--- src/inc/mea_pkg.sv ---
// constants shared by the motion event aggregator files
// assumes a 32-bit APB slave with word-indexed registers
package mea_pkg;
	// printed offsets are word indices, byte address is four times the index
	localparam int IDX_SPI_SEL = 'h0b;
	localparam int IDX_PROTECT = 'h0c;
	localparam int IDX_IRQ_SEL = 'h0d;
	localparam int IDX_EVENTS = 'h0e;
	localparam int IDX_CTRL = 'h10;
	localparam int IDX_SYS_STAT = 'h11;
	localparam int IDX_SYS_MASK = 'h12;
	localparam int ADDR_W = 8;
	localparam int DATA_W = 32;
	localparam int SPD_W = 32;
	localparam int STAT_W = 8;
	localparam int SYS_W = 3;

	// reset values
	localparam logic [31:0] RST_SPI_SEL = 32'h8202_9805;
	localparam logic [31:0] RST_PROTECT = 32'h0000_0000;
	localparam logic [31:0] RST_IRQ_SEL = 32'h0000_0000;
	localparam logic [31:0] RST_CTRL = 32'h0000_0001;
	localparam logic [31:0] RST_ZERO = 32'h0000_0000;

	// event bit positions
	localparam int EV_TARGET = 0;
	localparam int EV_POSCMP = 1;
	localparam int EV_TOPSPD = 2;
	localparam int EV_SPD_ZERO = 3;
	localparam int EV_SPD_POS = 4;
	localparam int EV_SPD_NEG = 5;
	localparam int EV_RAMP_CONST = 6;
	localparam int EV_RAMP_UP = 7;
	localparam int EV_RAMP_B10 = 8;
	localparam int EV_TRAP_MAX = 9;
	localparam int EV_HALT = 10;
	localparam int EV_LEFT = 11;
	localparam int EV_COUNT = 12;

	// state codes; CODE_NONE is the previous value after reset
	localparam logic [1:0] CODE_00 = 2'h0;
	localparam logic [1:0] CODE_01 = 2'h1;
	localparam logic [1:0] CODE_10 = 2'h2;
	localparam logic [1:0] CODE_NONE = 2'h3;

	// control and block status fields
	localparam int CTRL_LEFT_EN = 0;
	localparam int SYS_HALT = 0;
	localparam int SYS_LEFT_BLK = 1;
	localparam int SYS_ANY_EV = 2;

	typedef enum logic [1:0] {
		APB_IDLE = 2'b01,
		APB_RESP = 2'b10
	} mea_apb_state_type;
endpackage : mea_pkg

--- src/rtl/mea_event_detect.sv ---
// edge and change detection for the motion event sources
// assumes every source is synchronous to pclk
`timescale 1ns/10ps
module mea_event_detect import mea_pkg::*; (
	// clock and reset
	input wire logic pclk,
	input wire logic presetn,
	// motion core conditions
	input wire logic target_reached,
	input wire logic pos_comp_reached,
	input wire logic top_speed_hit,
	input wire logic [1:0] speed_sign_code,
	input wire logic [1:0] ramp_state_code,
	input wire logic trap_ramp_mode,
	input wire logic signed [SPD_W-1:0] present_speed,
	input wire logic signed [SPD_W-1:0] present_accel,
	input wire logic [SPD_W-1:0] peak_accel,
	input wire logic [SPD_W-1:0] peak_decel,
	input wire logic [SPD_W-1:0] break_speed,
	input wire logic halt_in_n,
	input wire logic left_limit_switch,
	input wire logic left_en,
	// one-cycle set requests
	output logic [EV_COUNT-1:0] set_vec
);
	function automatic logic [SPD_W-1:0] magnitude(input logic signed [SPD_W-1:0] v);
		magnitude = v[SPD_W-1] ? SPD_W'(-v) : SPD_W'(v);
	endfunction : magnitude

	logic [2:0] lvl_prev_r;
	logic [1:0] sign_prev_r;
	logic [1:0] ramp_prev_r;
	logic trap_prev_r;
	logic halt_prev_r;
	logic left_prev_r;

	wire [2:0] lvl_now = {top_speed_hit, pos_comp_reached, target_reached};
	wire [SPD_W-1:0] spd_mag = magnitude(present_speed);
	wire [SPD_W-1:0] acc_mag = magnitude(present_accel);
	wire at_peak = (acc_mag == peak_accel) || (acc_mag == peak_decel);
	wire trap_now = trap_ramp_mode && at_peak && (break_speed != '0) && (spd_mag > break_speed);
	wire left_now = left_limit_switch && left_en;
	wire sign_new = speed_sign_code != sign_prev_r;
	wire ramp_new = ramp_state_code != ramp_prev_r;

	always_ff @(posedge pclk or negedge presetn) begin
		if (!presetn) begin
			lvl_prev_r <= 3'h0;
			sign_prev_r <= CODE_NONE;
			ramp_prev_r <= CODE_NONE;
			trap_prev_r <= 1'b0;
			halt_prev_r <= 1'b1;
			left_prev_r <= 1'b0;
		end else begin
			lvl_prev_r <= lvl_now;
			sign_prev_r <= speed_sign_code;
			ramp_prev_r <= ramp_state_code;
			trap_prev_r <= trap_now;
			halt_prev_r <= halt_in_n;
			left_prev_r <= left_now;
		end
	end

	assign set_vec[EV_TOPSPD:EV_TARGET] = lvl_now & ~lvl_prev_r;
	assign set_vec[EV_SPD_ZERO] = sign_new && (speed_sign_code == CODE_00);
	assign set_vec[EV_SPD_POS] = sign_new && (speed_sign_code == CODE_01);
	assign set_vec[EV_SPD_NEG] = sign_new && (speed_sign_code == CODE_10);
	assign set_vec[EV_RAMP_CONST] = ramp_new && (ramp_state_code == CODE_00);
	assign set_vec[EV_RAMP_UP] = ramp_new && (ramp_state_code == CODE_01);
	assign set_vec[EV_RAMP_B10] = ramp_new && (ramp_state_code == CODE_10);
	assign set_vec[EV_TRAP_MAX] = trap_now && !trap_prev_r;
	assign set_vec[EV_HALT] = halt_prev_r && !halt_in_n;
	assign set_vec[EV_LEFT] = left_now && !left_prev_r;
endmodule : mea_event_detect

--- src/rtl/mea_top.sv ---
// motion event aggregator: sticky events, masks, APB registers, irq
// assumes an APB master on pclk and motion sources synchronous to pclk
//
// Chosen here: register access over APB.
`timescale 1ns/10ps
module mea_top import mea_pkg::*; #(
	parameter int N_EVENTS = EV_COUNT
) (
	// clock and reset
	input wire logic pclk,
	input wire logic presetn,
	// apb slave
	input wire logic psel,
	input wire logic penable,
	input wire logic pwrite,
	input wire logic [ADDR_W-1:0] paddr,
	input wire logic [DATA_W-1:0] pwdata,
	output logic [DATA_W-1:0] prdata,
	output logic pready,
	output logic pslverr,
	// motion core conditions
	input wire logic target_reached,
	input wire logic pos_comp_reached,
	input wire logic top_speed_hit,
	input wire logic [1:0] speed_sign_code,
	input wire logic [1:0] ramp_state_code,
	input wire logic trap_ramp_mode,
	input wire logic signed [SPD_W-1:0] present_speed,
	input wire logic signed [SPD_W-1:0] present_accel,
	input wire logic [SPD_W-1:0] peak_accel,
	input wire logic [SPD_W-1:0] peak_decel,
	input wire logic [SPD_W-1:0] break_speed,
	input wire logic halt_in_n,
	input wire logic left_limit_switch,
	// block outputs
	output logic [STAT_W-1:0] spi_status,
	output logic irq_out,
	output logic motion_halt,
	output logic neg_motion_block
);
	generate
		if (N_EVENTS != EV_COUNT) begin : g_bad_width
			$error("mea_top: N_EVENTS must equal the defined event count");
		end
	endgenerate

	function automatic logic hit(input logic [ADDR_W-1:0] a, input int idx);
		hit = a == ADDR_W'(idx * 4);
	endfunction : hit

	mea_apb_state_type state_r, state_nxt;
	logic [DATA_W-1:0] spi_sel_r, protect_r, irq_sel_r, ctrl_r;
	logic [N_EVENTS-1:0] events_r, events_nxt;
	logic [SYS_W-1:0] sys_stat_r, sys_stat_nxt, sys_mask_r;
	logic [DATA_W-1:0] prdata_r;
	logic pready_r, pslverr_r;
	logic [STAT_W-1:0] spi_status_r;
	logic irq_out_r, motion_halt_r, neg_block_r, neg_block_nxt;
	logic [N_EVENTS-1:0] set_vec;

	// bus decode
	wire access = psel && penable;
	wire start = access && (state_r == APB_IDLE);
	wire done = access && (state_r == APB_RESP);
	wire sel_spi = hit(paddr, IDX_SPI_SEL);
	wire sel_prot = hit(paddr, IDX_PROTECT);
	wire sel_isel = hit(paddr, IDX_IRQ_SEL);
	wire sel_ev = hit(paddr, IDX_EVENTS);
	wire sel_ctrl = hit(paddr, IDX_CTRL);
	wire sel_sst = hit(paddr, IDX_SYS_STAT);
	wire sel_smsk = hit(paddr, IDX_SYS_MASK);
	wire mapped = sel_spi | sel_prot | sel_isel | sel_ev | sel_ctrl | sel_sst | sel_smsk;
	wire wr_done = done && pwrite && !pslverr_r;
	wire rd_ev_done = done && !pwrite && sel_ev;
	wire [DATA_W-1:0] ev_word = DATA_W'(events_r);

	wire [DATA_W-1:0] rd_mux =
		sel_spi ? spi_sel_r :
		sel_prot ? protect_r :
		sel_isel ? irq_sel_r :
		sel_ev ? ev_word :
		sel_ctrl ? ctrl_r :
		sel_sst ? DATA_W'(sys_stat_r) :
		sel_smsk ? DATA_W'(sys_mask_r) : '0;

	assign state_nxt = start ? APB_RESP : (done ? APB_IDLE : state_r);

	// only what the read returned is cleared; later sets survive the read
	wire [N_EVENTS-1:0] clr_vec = rd_ev_done ?
		(prdata_r[N_EVENTS-1:0] & ~protect_r[N_EVENTS-1:0]) : '0;
	assign events_nxt = (events_r & ~clr_vec) | set_vec;

	wire [STAT_W-1:0] spi_pick = ev_word[STAT_W-1:0] & spi_sel_r[STAT_W-1:0];
	wire ev_irq = |(ev_word & irq_sel_r);
	wire sys_irq = |(sys_stat_r & sys_mask_r);

	wire left_en = ctrl_r[CTRL_LEFT_EN];
	wire left_release = !events_r[EV_LEFT] && (!left_limit_switch || !left_en);
	assign neg_block_nxt = set_vec[EV_LEFT] ? 1'b1 :
		(left_release ? 1'b0 : neg_block_r);

	wire [SYS_W-1:0] sys_set = {|set_vec, set_vec[EV_LEFT], set_vec[EV_HALT]};
	wire [SYS_W-1:0] sys_clr = (wr_done && sel_sst) ? pwdata[SYS_W-1:0] : '0;
	// a fresh set beats a write-one clear in the same cycle
	assign sys_stat_nxt = (sys_stat_r & ~sys_clr) | sys_set;

	mea_event_detect u_detect (
		.pclk(pclk),
		.presetn(presetn),
		.target_reached(target_reached),
		.pos_comp_reached(pos_comp_reached),
		.top_speed_hit(top_speed_hit),
		.speed_sign_code(speed_sign_code),
		.ramp_state_code(ramp_state_code),
		.trap_ramp_mode(trap_ramp_mode),
		.present_speed(present_speed),
		.present_accel(present_accel),
		.peak_accel(peak_accel),
		.peak_decel(peak_decel),
		.break_speed(break_speed),
		.halt_in_n(halt_in_n),
		.left_limit_switch(left_limit_switch),
		.left_en(left_en),
		.set_vec(set_vec)
	);

	// bus handshake: one wait cycle so that read data comes from a flop
	always_ff @(posedge pclk or negedge presetn) begin
		if (!presetn) begin
			state_r <= APB_IDLE;
			pready_r <= 1'b0;
			pslverr_r <= 1'b0;
			prdata_r <= RST_ZERO;
		end else begin
			state_r <= state_nxt;
			pready_r <= start;
			pslverr_r <= start && !mapped;
			if (start) begin
				prdata_r <= pwrite ? RST_ZERO : rd_mux;
			end
		end
	end

	// software written registers
	always_ff @(posedge pclk or negedge presetn) begin
		if (!presetn) begin
			spi_sel_r <= RST_SPI_SEL;
			protect_r <= RST_PROTECT;
			irq_sel_r <= RST_IRQ_SEL;
			ctrl_r <= RST_CTRL;
			sys_mask_r <= '0;
		end else if (wr_done) begin
			if (sel_spi) spi_sel_r <= pwdata;
			if (sel_prot) protect_r <= pwdata;
			if (sel_isel) irq_sel_r <= pwdata;
			if (sel_ctrl) ctrl_r <= pwdata & RST_CTRL;
			if (sel_smsk) sys_mask_r <= pwdata[SYS_W-1:0];
		end
	end

	// event state and registered outputs
	always_ff @(posedge pclk or negedge presetn) begin
		if (!presetn) begin
			events_r <= '0;
			sys_stat_r <= '0;
			spi_status_r <= '0;
			irq_out_r <= 1'b0;
			motion_halt_r <= 1'b0;
			neg_block_r <= 1'b0;
		end else begin
			events_r <= events_nxt;
			sys_stat_r <= sys_stat_nxt;
			spi_status_r <= spi_pick;
			irq_out_r <= ev_irq || sys_irq;
			// only a reset lets motion resume after a halt
			motion_halt_r <= motion_halt_r || set_vec[EV_HALT];
			neg_block_r <= neg_block_nxt;
		end
	end

	assign prdata = prdata_r;
	assign pready = pready_r;
	assign pslverr = pslverr_r;
	assign spi_status = spi_status_r;
	assign irq_out = irq_out_r;
	assign motion_halt = motion_halt_r;
	assign neg_motion_block = neg_block_r;
endmodule : mea_top

--- config.mk ---
export PLATFORM = sky130hd
export DESIGN_NAME = mea_top
export DESIGN_NICKNAME = d
export VERILOG_FILES = /design/src/inc/mea_pkg.sv /design/src/rtl/mea_event_detect.sv /design/src/rtl/mea_top.sv
export SDC_FILE = /design/constraint.sdc
export NUM_CORES = 1
export LEC_CHECK = 0
export ABC_AREA = 0
export BUFFER_PORTS_ARGS = -buffer_cell sky130_fd_sc_hd__clkbuf_2
export CORE_MARGIN = 2
export CORE_UTILIZATION = 43
export CTS_BUF_LIST = sky130_fd_sc_hd__clkbuf_8
export CTS_CLUSTER_DIAMETER = 40
export DETAILED_ROUTE_END_ITERATION = 7
export MAX_ROUTING_LAYER = met4
export PLACE_DENSITY = 0.65
export SLEW_MARGIN = 20
export SYNTH_ARGS = -nofsm -noshare
export SYNTH_HDL_FRONTEND = slang
export SYNTH_SLANG_ARGS = --single-unit
export TNS_END_PERCENT = 10
--- constraint.sdc ---
create_clock -name pclk -period 3.1 [get_ports pclk]
set_input_delay 0.31 -clock pclk [delete_from_list [all_inputs] [get_ports pclk]]
set_output_delay 0.31 -clock pclk [all_outputs]
set_load 0.005 [all_outputs]
Yosys cells after proc, flatten, opt, wreduce, memory -nomap -nowiden

Cells that the tools add are included.

Add/sub/neg operators: 2
Multipliers: 0
Divide/modulo/power cells: 0
Order comparisons: 1
Equal/unequal tests: 17
Shift operators: 0
Multiplexer cells: 16
Bitwise gates (word level): 19
Reduce and logical (&&, ||, !) cells: 49

Operators with widths:

| cell                                                                  | number |
|---|---|
| 32-bit two-way mux                                                    | 6 |
| 32-bit equality test                                                  | 2 |
| 32-bit negation                                                       | 2 |
| 12-bit by 32-bit AND with 32-bit output                               | 1 |
| 8-bit by 6-bit equality test with 1-bit output, second input constant | 4 |
| 32-bit greater-than comparator                                        | 1 |
| 32-bit nonzero test                                                   | 1 |
| 32-bit OR reduction                                                   | 1 |
| 12-bit AND                                                            | 2 |
| 8-bit by 7-bit equality test with 1-bit output, second input constant | 3 |
| 12-bit two-way mux                                                    | 2 |
| 12-bit NOT                                                            | 2 |
| 1-bit logical AND                                                     | 23 |
| 3-bit two-way mux                                                     | 4 |
| 12-bit OR                                                             | 1 |
| 12-bit OR reduction                                                   | 1 |
| 2-bit AND reduction                                                   | 5 |
| 3-bit AND                                                             | 3 |
| 1-bit zero test                                                       | 9 |
| 8-bit AND                                                             | 1 |
| 2-bit by 1-bit equality test with 1-bit output, second input constant | 3 |
| 2-bit equality test, second input constant                            | 3 |
| 3-bit NOT                                                             | 2 |
| 1-bit OR                                                              | 6 |
| other kinds (8)                                                       | 16 |

Bits in registers: 172
Latch bits: 0
Bits in writable memories: 0
ROM bits: 0
Word-level logic and storage cells: 125
Memories: 0

Longest topological paths before layout

Depth in word-level cells: 10
Depth in mapped cells: 19

By module

A second synthesis with hierarchy kept.

Cells, all modules: 1256
Area, all modules: 12095.4 um2

Modules (own cells, without submodules):

| module           | instances | cells an instance | area an instance (um2) |
|---|---|---|---|
| mea_top          | 1         | 558               | 7146.9 |
| mea_event_detect | 1         | 698               | 4948.5 |

Worst setup path after synthesis

Ideal clock, no wire load.

Path kind: in2reg
Start point: in present_speed[6]
End point: reg events_r[9]
Setup time: 76 ps
Arrival: 3771 ps
Slack: -748 ps
Stages on the path: 18
Buffers on the path: 0
Cell sequence: or4_1 nor4_1 nand2b_1 or2_2 or3_1 nand2b_1 o21ai_0 xnor2_1 ha_1 nand4_1 nor2_1 and3_1 nand4_1 a211oi_1 a211oi_1 nor3_1 o21ai_1 o21ai_1

Cells in the longest elaborated chain, start to end: 6

Ends and longest elaborated chain:

| what                             | line                   | source |
|---|---|---|
| start, declared                  | mea_top.sv:28          | `input wire logic signed [SPD_W-1:0] present_speed,` |
| 32-bit negation                  | mea_event_detect.sv:27 | `magnitude = v[SPD_W-1] ? SPD_W'(-v) : SPD_W'(v);` |
| 32-bit two-way mux *             | mea_event_detect.sv:27 |  |
| 32-bit greater-than comparator * | mea_event_detect.sv:41 | `wire trap_now = trap_ramp_mode && at_peak && (break_speed != '0) && (spd_mag > break_speed);` |
| 1-bit logical AND *              | mea_event_detect.sv:41 |  |
| 1-bit logical AND *              | mea_event_detect.sv:71 | `assign set_vec[EV_TRAP_MAX] = trap_now && !trap_prev_r;` |
| 12-bit OR *                      | mea_top.sv:91          | `assign events_nxt = (events_r & ~clr_vec) \| set_vec;` |
| named net events_nxt[9]          | mea_top.sv:53          | `logic [N_EVENTS-1:0] events_r, events_nxt;` |
| end signal, assigned             | mea_top.sv:171         | `events_r <= events_nxt;` |
| end, declared                    | mea_top.sv:53          |  |

The timed path passes the listed nets; every way through them passes the cells marked *.
A chain may end at the register's enable or synchronous reset.

Worst setup path after layout

Start point: in present_speed[6]
End point: reg sys_stat_r[2]

Cells in the longest elaborated chain, start to end: 7

Ends and longest elaborated chain:

| what                             | line                   | source |
|---|---|---|
| 32-bit negation                  | mea_event_detect.sv:27 |  |
| 32-bit two-way mux *             | mea_event_detect.sv:27 |  |
| 32-bit greater-than comparator * | mea_event_detect.sv:41 |  |
| 1-bit logical AND *              | mea_event_detect.sv:41 |  |
| 1-bit logical AND *              | mea_event_detect.sv:71 |  |
| 12-bit OR reduction *            | mea_top.sv:102         | `wire [SYS_W-1:0] sys_set = {\|set_vec, set_vec[EV_LEFT], set_vec[EV_HALT]};` |
| 3-bit OR *                       | mea_top.sv:105         | `assign sys_stat_nxt = (sys_stat_r & ~sys_clr) \| sys_set;` |
| named net sys_stat_nxt[2]        | mea_top.sv:54          | `logic [SYS_W-1:0] sys_stat_r, sys_stat_nxt, sys_mask_r;` |
| end signal, assigned             | mea_top.sv:172         | `sys_stat_r <= sys_stat_nxt;` |
| end, declared                    | mea_top.sv:54          |  |

Marked as above.

==> key figures <==
Route
  – Vias per cell: 5.79
  – Routed len/inst: 19.8 um
  – Vias: 11,000
  – DRC: 0
  – Pre-antenna DRT Iters: 6
  – Remaining antenna violation count: 0
  – Detailed Route WL: 37,600 um
  – Starting DRT DRC Count: 874

Power and ir drop
  – PwrDens: ~330 mW/mm^2
  – Pleak: 6.94 nW
  – Max IR drop VDD: between 300 and 400 uV

Timing
  – Worst hold slack: between 0.1 and 0.15 ns
  – Fin crit share: 114%
  – Maximum clock rate: 0.283 GHz
  – Minimum clock period: 3.53 ns
  – Slew HR: 50.7%
  – Hold Fails Final Rpt: 0
  – Setup WS post-layout: -0.427 ns
  – Max-slew violation total from the final report: 0
  – RSZ-0062 raised after global routing: yes
  – Final setup viols: 3
  – Slew @ Worst Pin: 0.721 ns
  – Worst Clk Skew: 0.0163 ns

Critical path
  – R2r setup slk: 0.96 ns
  – Worst Path Max Fanout: 5
  – Crit path kind: input pin to flop
  – Worst Reg-to-Reg Cells: 6
  – CP arrival: 3.90 ns
  – R2R Path End: spi_sel_r[6]$_DFFE_PN0P_
  – Worst setup SP type: input pin
  – Reg2reg start: state_r[0]$_DFFE_PN1P_
  – CP Capture Type: flop
  – Worst EP required: 3.47 ns
  – Crit path launch: present_speed[6]
  – CP endpoint: sys_stat_r[2]$_DFF_PN0_

Logic synthesis
  – Synth top area share: between 30% and 40%
  – YS warnings: 0
  – Netlist Area Pre-Place: 0.0114 sq mm
  – Seq/Total Area, Yosys: between 30% and 40%
  – Synthesized net count: 1,423
  – Synthesized instance count: 1,174
  – Most common cell in the synthesized netlist: dfrtp_1
  – Most common library cells after synthesis: 157 x dfrtp_1, 105 x mux2_2, 83 x nand2_1, 83 x xnor2_1, 82 x o21ai_0
  – Asr flop ratio synth: 100%
  – Synth area leader: dfrtp_1
  – Post-synth EDFFs: 0
  – Mapped Avg Cell Area: 9.70 sq um
  – Seq cells post-synth: roughly 170
  – Synth unique cells: 80
  – Main synth FF type: dfrtp_1
  – Synth area leaders: dfrtp_1 34%, mux2_2 10%, xnor2_1 6.4%, ha_1 3.7%, o21ai_0 3.6%

Hold path
  – WHS Path Cells: 2
  – Min-Delay Path Class: input pin to flop

Die
  – FP Rows: 59
  – I/O Pins: 260
  – Die area: 0.0278 sq mm
  – Chip width: 167 um
  – Die Ht: 167 um
  – Core Box Area: 0.0261 sq mm
  – Initial Util: 43.7%

Final layout
  – Fillers: 2,362
  – Final nets: ~1,800
  – Synth-to-layout area growth: 28.9%
  – Design Area, Final: 0.0147 sq mm
  – Layout cells sized above 1: 39.0%

Global routing
  – Pin count of the biggest net entering global routing: 67
  – Initial antenna violation count: 4
  – Tot GR Track Use: 28.1%
  – Total gr overflow: 0
  – Vias in the first global route: about 11,000
  – First-pass GRT wire length: 60,700 um

Status
  – Failing checks: setup timing
  – Outcome: complete, but fails checks

Flow run
  – Max-Cap Viols: 0

Place
  – Port Buffers: 259
  – Detailed Place HPWL: 29,600 um
  – DP Area: ~0.014 sq mm
  – Placer congestion estimate: 0.954

Clock tree
  – Skew-Pair Late Insertion Delay: roughly 0.46 ns
  – Clock Root Buffer: clkbuf_8
  – Clk sinks: 172
  – CTS tree: built
  – Largest buffer count on any clock path: 2
  – CTS buffer count: 17
  – Clk slew on worst S/H paths: approximately 0.11 ns
  – Number of H-tree levels: 4
## layer usage
layer | track usage [%] | vias to the layer above | part of all wire (%)
li1 | - | 5162 | -
met1 | 37.9 | 5298 | 44
met2 | 44.2 | 476 | 47
met3 | 3.66 | 69 | 6.3
met4 | 9.18 | 0 | 2.9
met5 | - | - | 0
## placed cells by master (no fill, tap or decap), types with 8 or more instances in the layout
cell,netlist,final
a21oi_1,29,29
nand2b_1,26,24
nor2_1,36,33
nand4b_1,10,10
ha_1,34,34
mux2_2,105,105
or3_1,16,15
dlygate4sd3_1,0,9
o2111ai_1,9,9
xor2_1,25,25
clkbuf_2,0,258
o31ai_1,14,10
a22o_1,15,15
and3_1,8,8
and2_1,10,11
nand4_1,20,20
a21o_1,13,13
nor4_1,36,35
clkbuf_8,0,18
nand2_1,83,83
a221oi_1,13,13
a222oi_1,21,21
inv_1,58,58
nor2b_1,12,12
nor3_1,21,18
xnor2_1,83,83
nand3_1,21,21
buf_4,1,151
dfrtp_1,157,157
o21ai_0,82,79
dfstp_2,15,15
## power by group
group          internal, mW  switching, mW
sequential             2.25        0.00302
clock                 0.627          0.897
combinational         0.474          0.576
total                  3.35           1.48
## worst max-delay path, cell delays in order
cell,delay (ns)
clkbuf_2,0.09
or4_4,0.54
nor4_4,0.21
nand2b_1,0.11
or2_4,0.24
or3_4,0.35
nand2b_4,0.19
o31ai_4,0.19
xnor2_1,0.09
ha_1,0.27
nand4_1,0.09
nor2_2,0.13
and3_1,0.17
nand4_1,0.16
o221ai_1,0.26
a211oi_2,0.06
nor3_2,0.20
o21ai_2,0.10
o21ai_1,0.14
## worst min-delay path by stage
stage	start	to	slack [ns]
global placement	presetn	spi_status[7]$_DFF_PN0_	0.28
finish	pwdata[28]	spi_sel_r[28]$_DFFE_PN0P_	0.10
floorplan	presetn	events_r[0]$_DFF_PN0_	0.01
CTS	target_reached	u_detect.lvl_prev_r[0]$_DFF_PN0_	0.0004
global route	pwdata[28]	spi_sel_r[28]$_DFFE_PN0P_	0.09
detailed placement	presetn	prdata[7]$_DFFE_PN0P_	0.27
## cell families after synthesis
family	count (synthesis)	share of synthesized area [%]
simple gates	341	16.9
compound gates	282	17.7
flops	172	38.0
buf+inv	125	4.32
mux	111	10.9
xor+xnor	109	8.50
fa+ha+maj	34	3.74
## metrics by stage
stage	total power, mW	worst slack, ns	setup TNS (ns)	util [%]	instances
floorplan	2.79	-0.616	-1.80	-	1174
global placement	3.31	-1.10	-3.24	54.1	1855
detailed placement	3.32	-1.21	-3.53	54.1	1855
CTS	4.86	-0.646	-1.81	56.2	1897
global route	5.06	-0.690	-2.00	56.3	1902
finish	4.83	-0.427	-1.14	56.3	1902
## state kept, by name, indices dropped and copies added (netlist names), 2 cells and up
signal and flops:
irq_sel_r 32, prdata 32, protect_r 32, spi_sel_r 32, events_r 12, spi_status 8, sys_mask_r 3, sys_stat_r 3
u_detect.lvl_prev_r 3, state_r 2, u_detect.ramp_prev_r 2, u_detect.sign_prev_r 2
## cell type report
class                   instances  area [sq um]  area share, %
flip-flops and latches        172          4320           29.4
well taps                     335           419           2.85
clock inverters                14           145          0.988
diodes                          4          10.0         0.0682
clock buffers                  18           248           1.69
multi-input cells             877          6700           45.6
inverters                      58           218           1.48
repair buffers                424          2630           17.9
## repair_timing
item	CTS	global route
endpoints found under the hold margin	47	1
hold buffers	8	1
endpoints found under the setup margin	3	3
pin swaps	10	2
buffers inserted	2	0
cloned	0	0
resized for setup	13	4
Note: power is estimated with default switching activity, not from simulation.
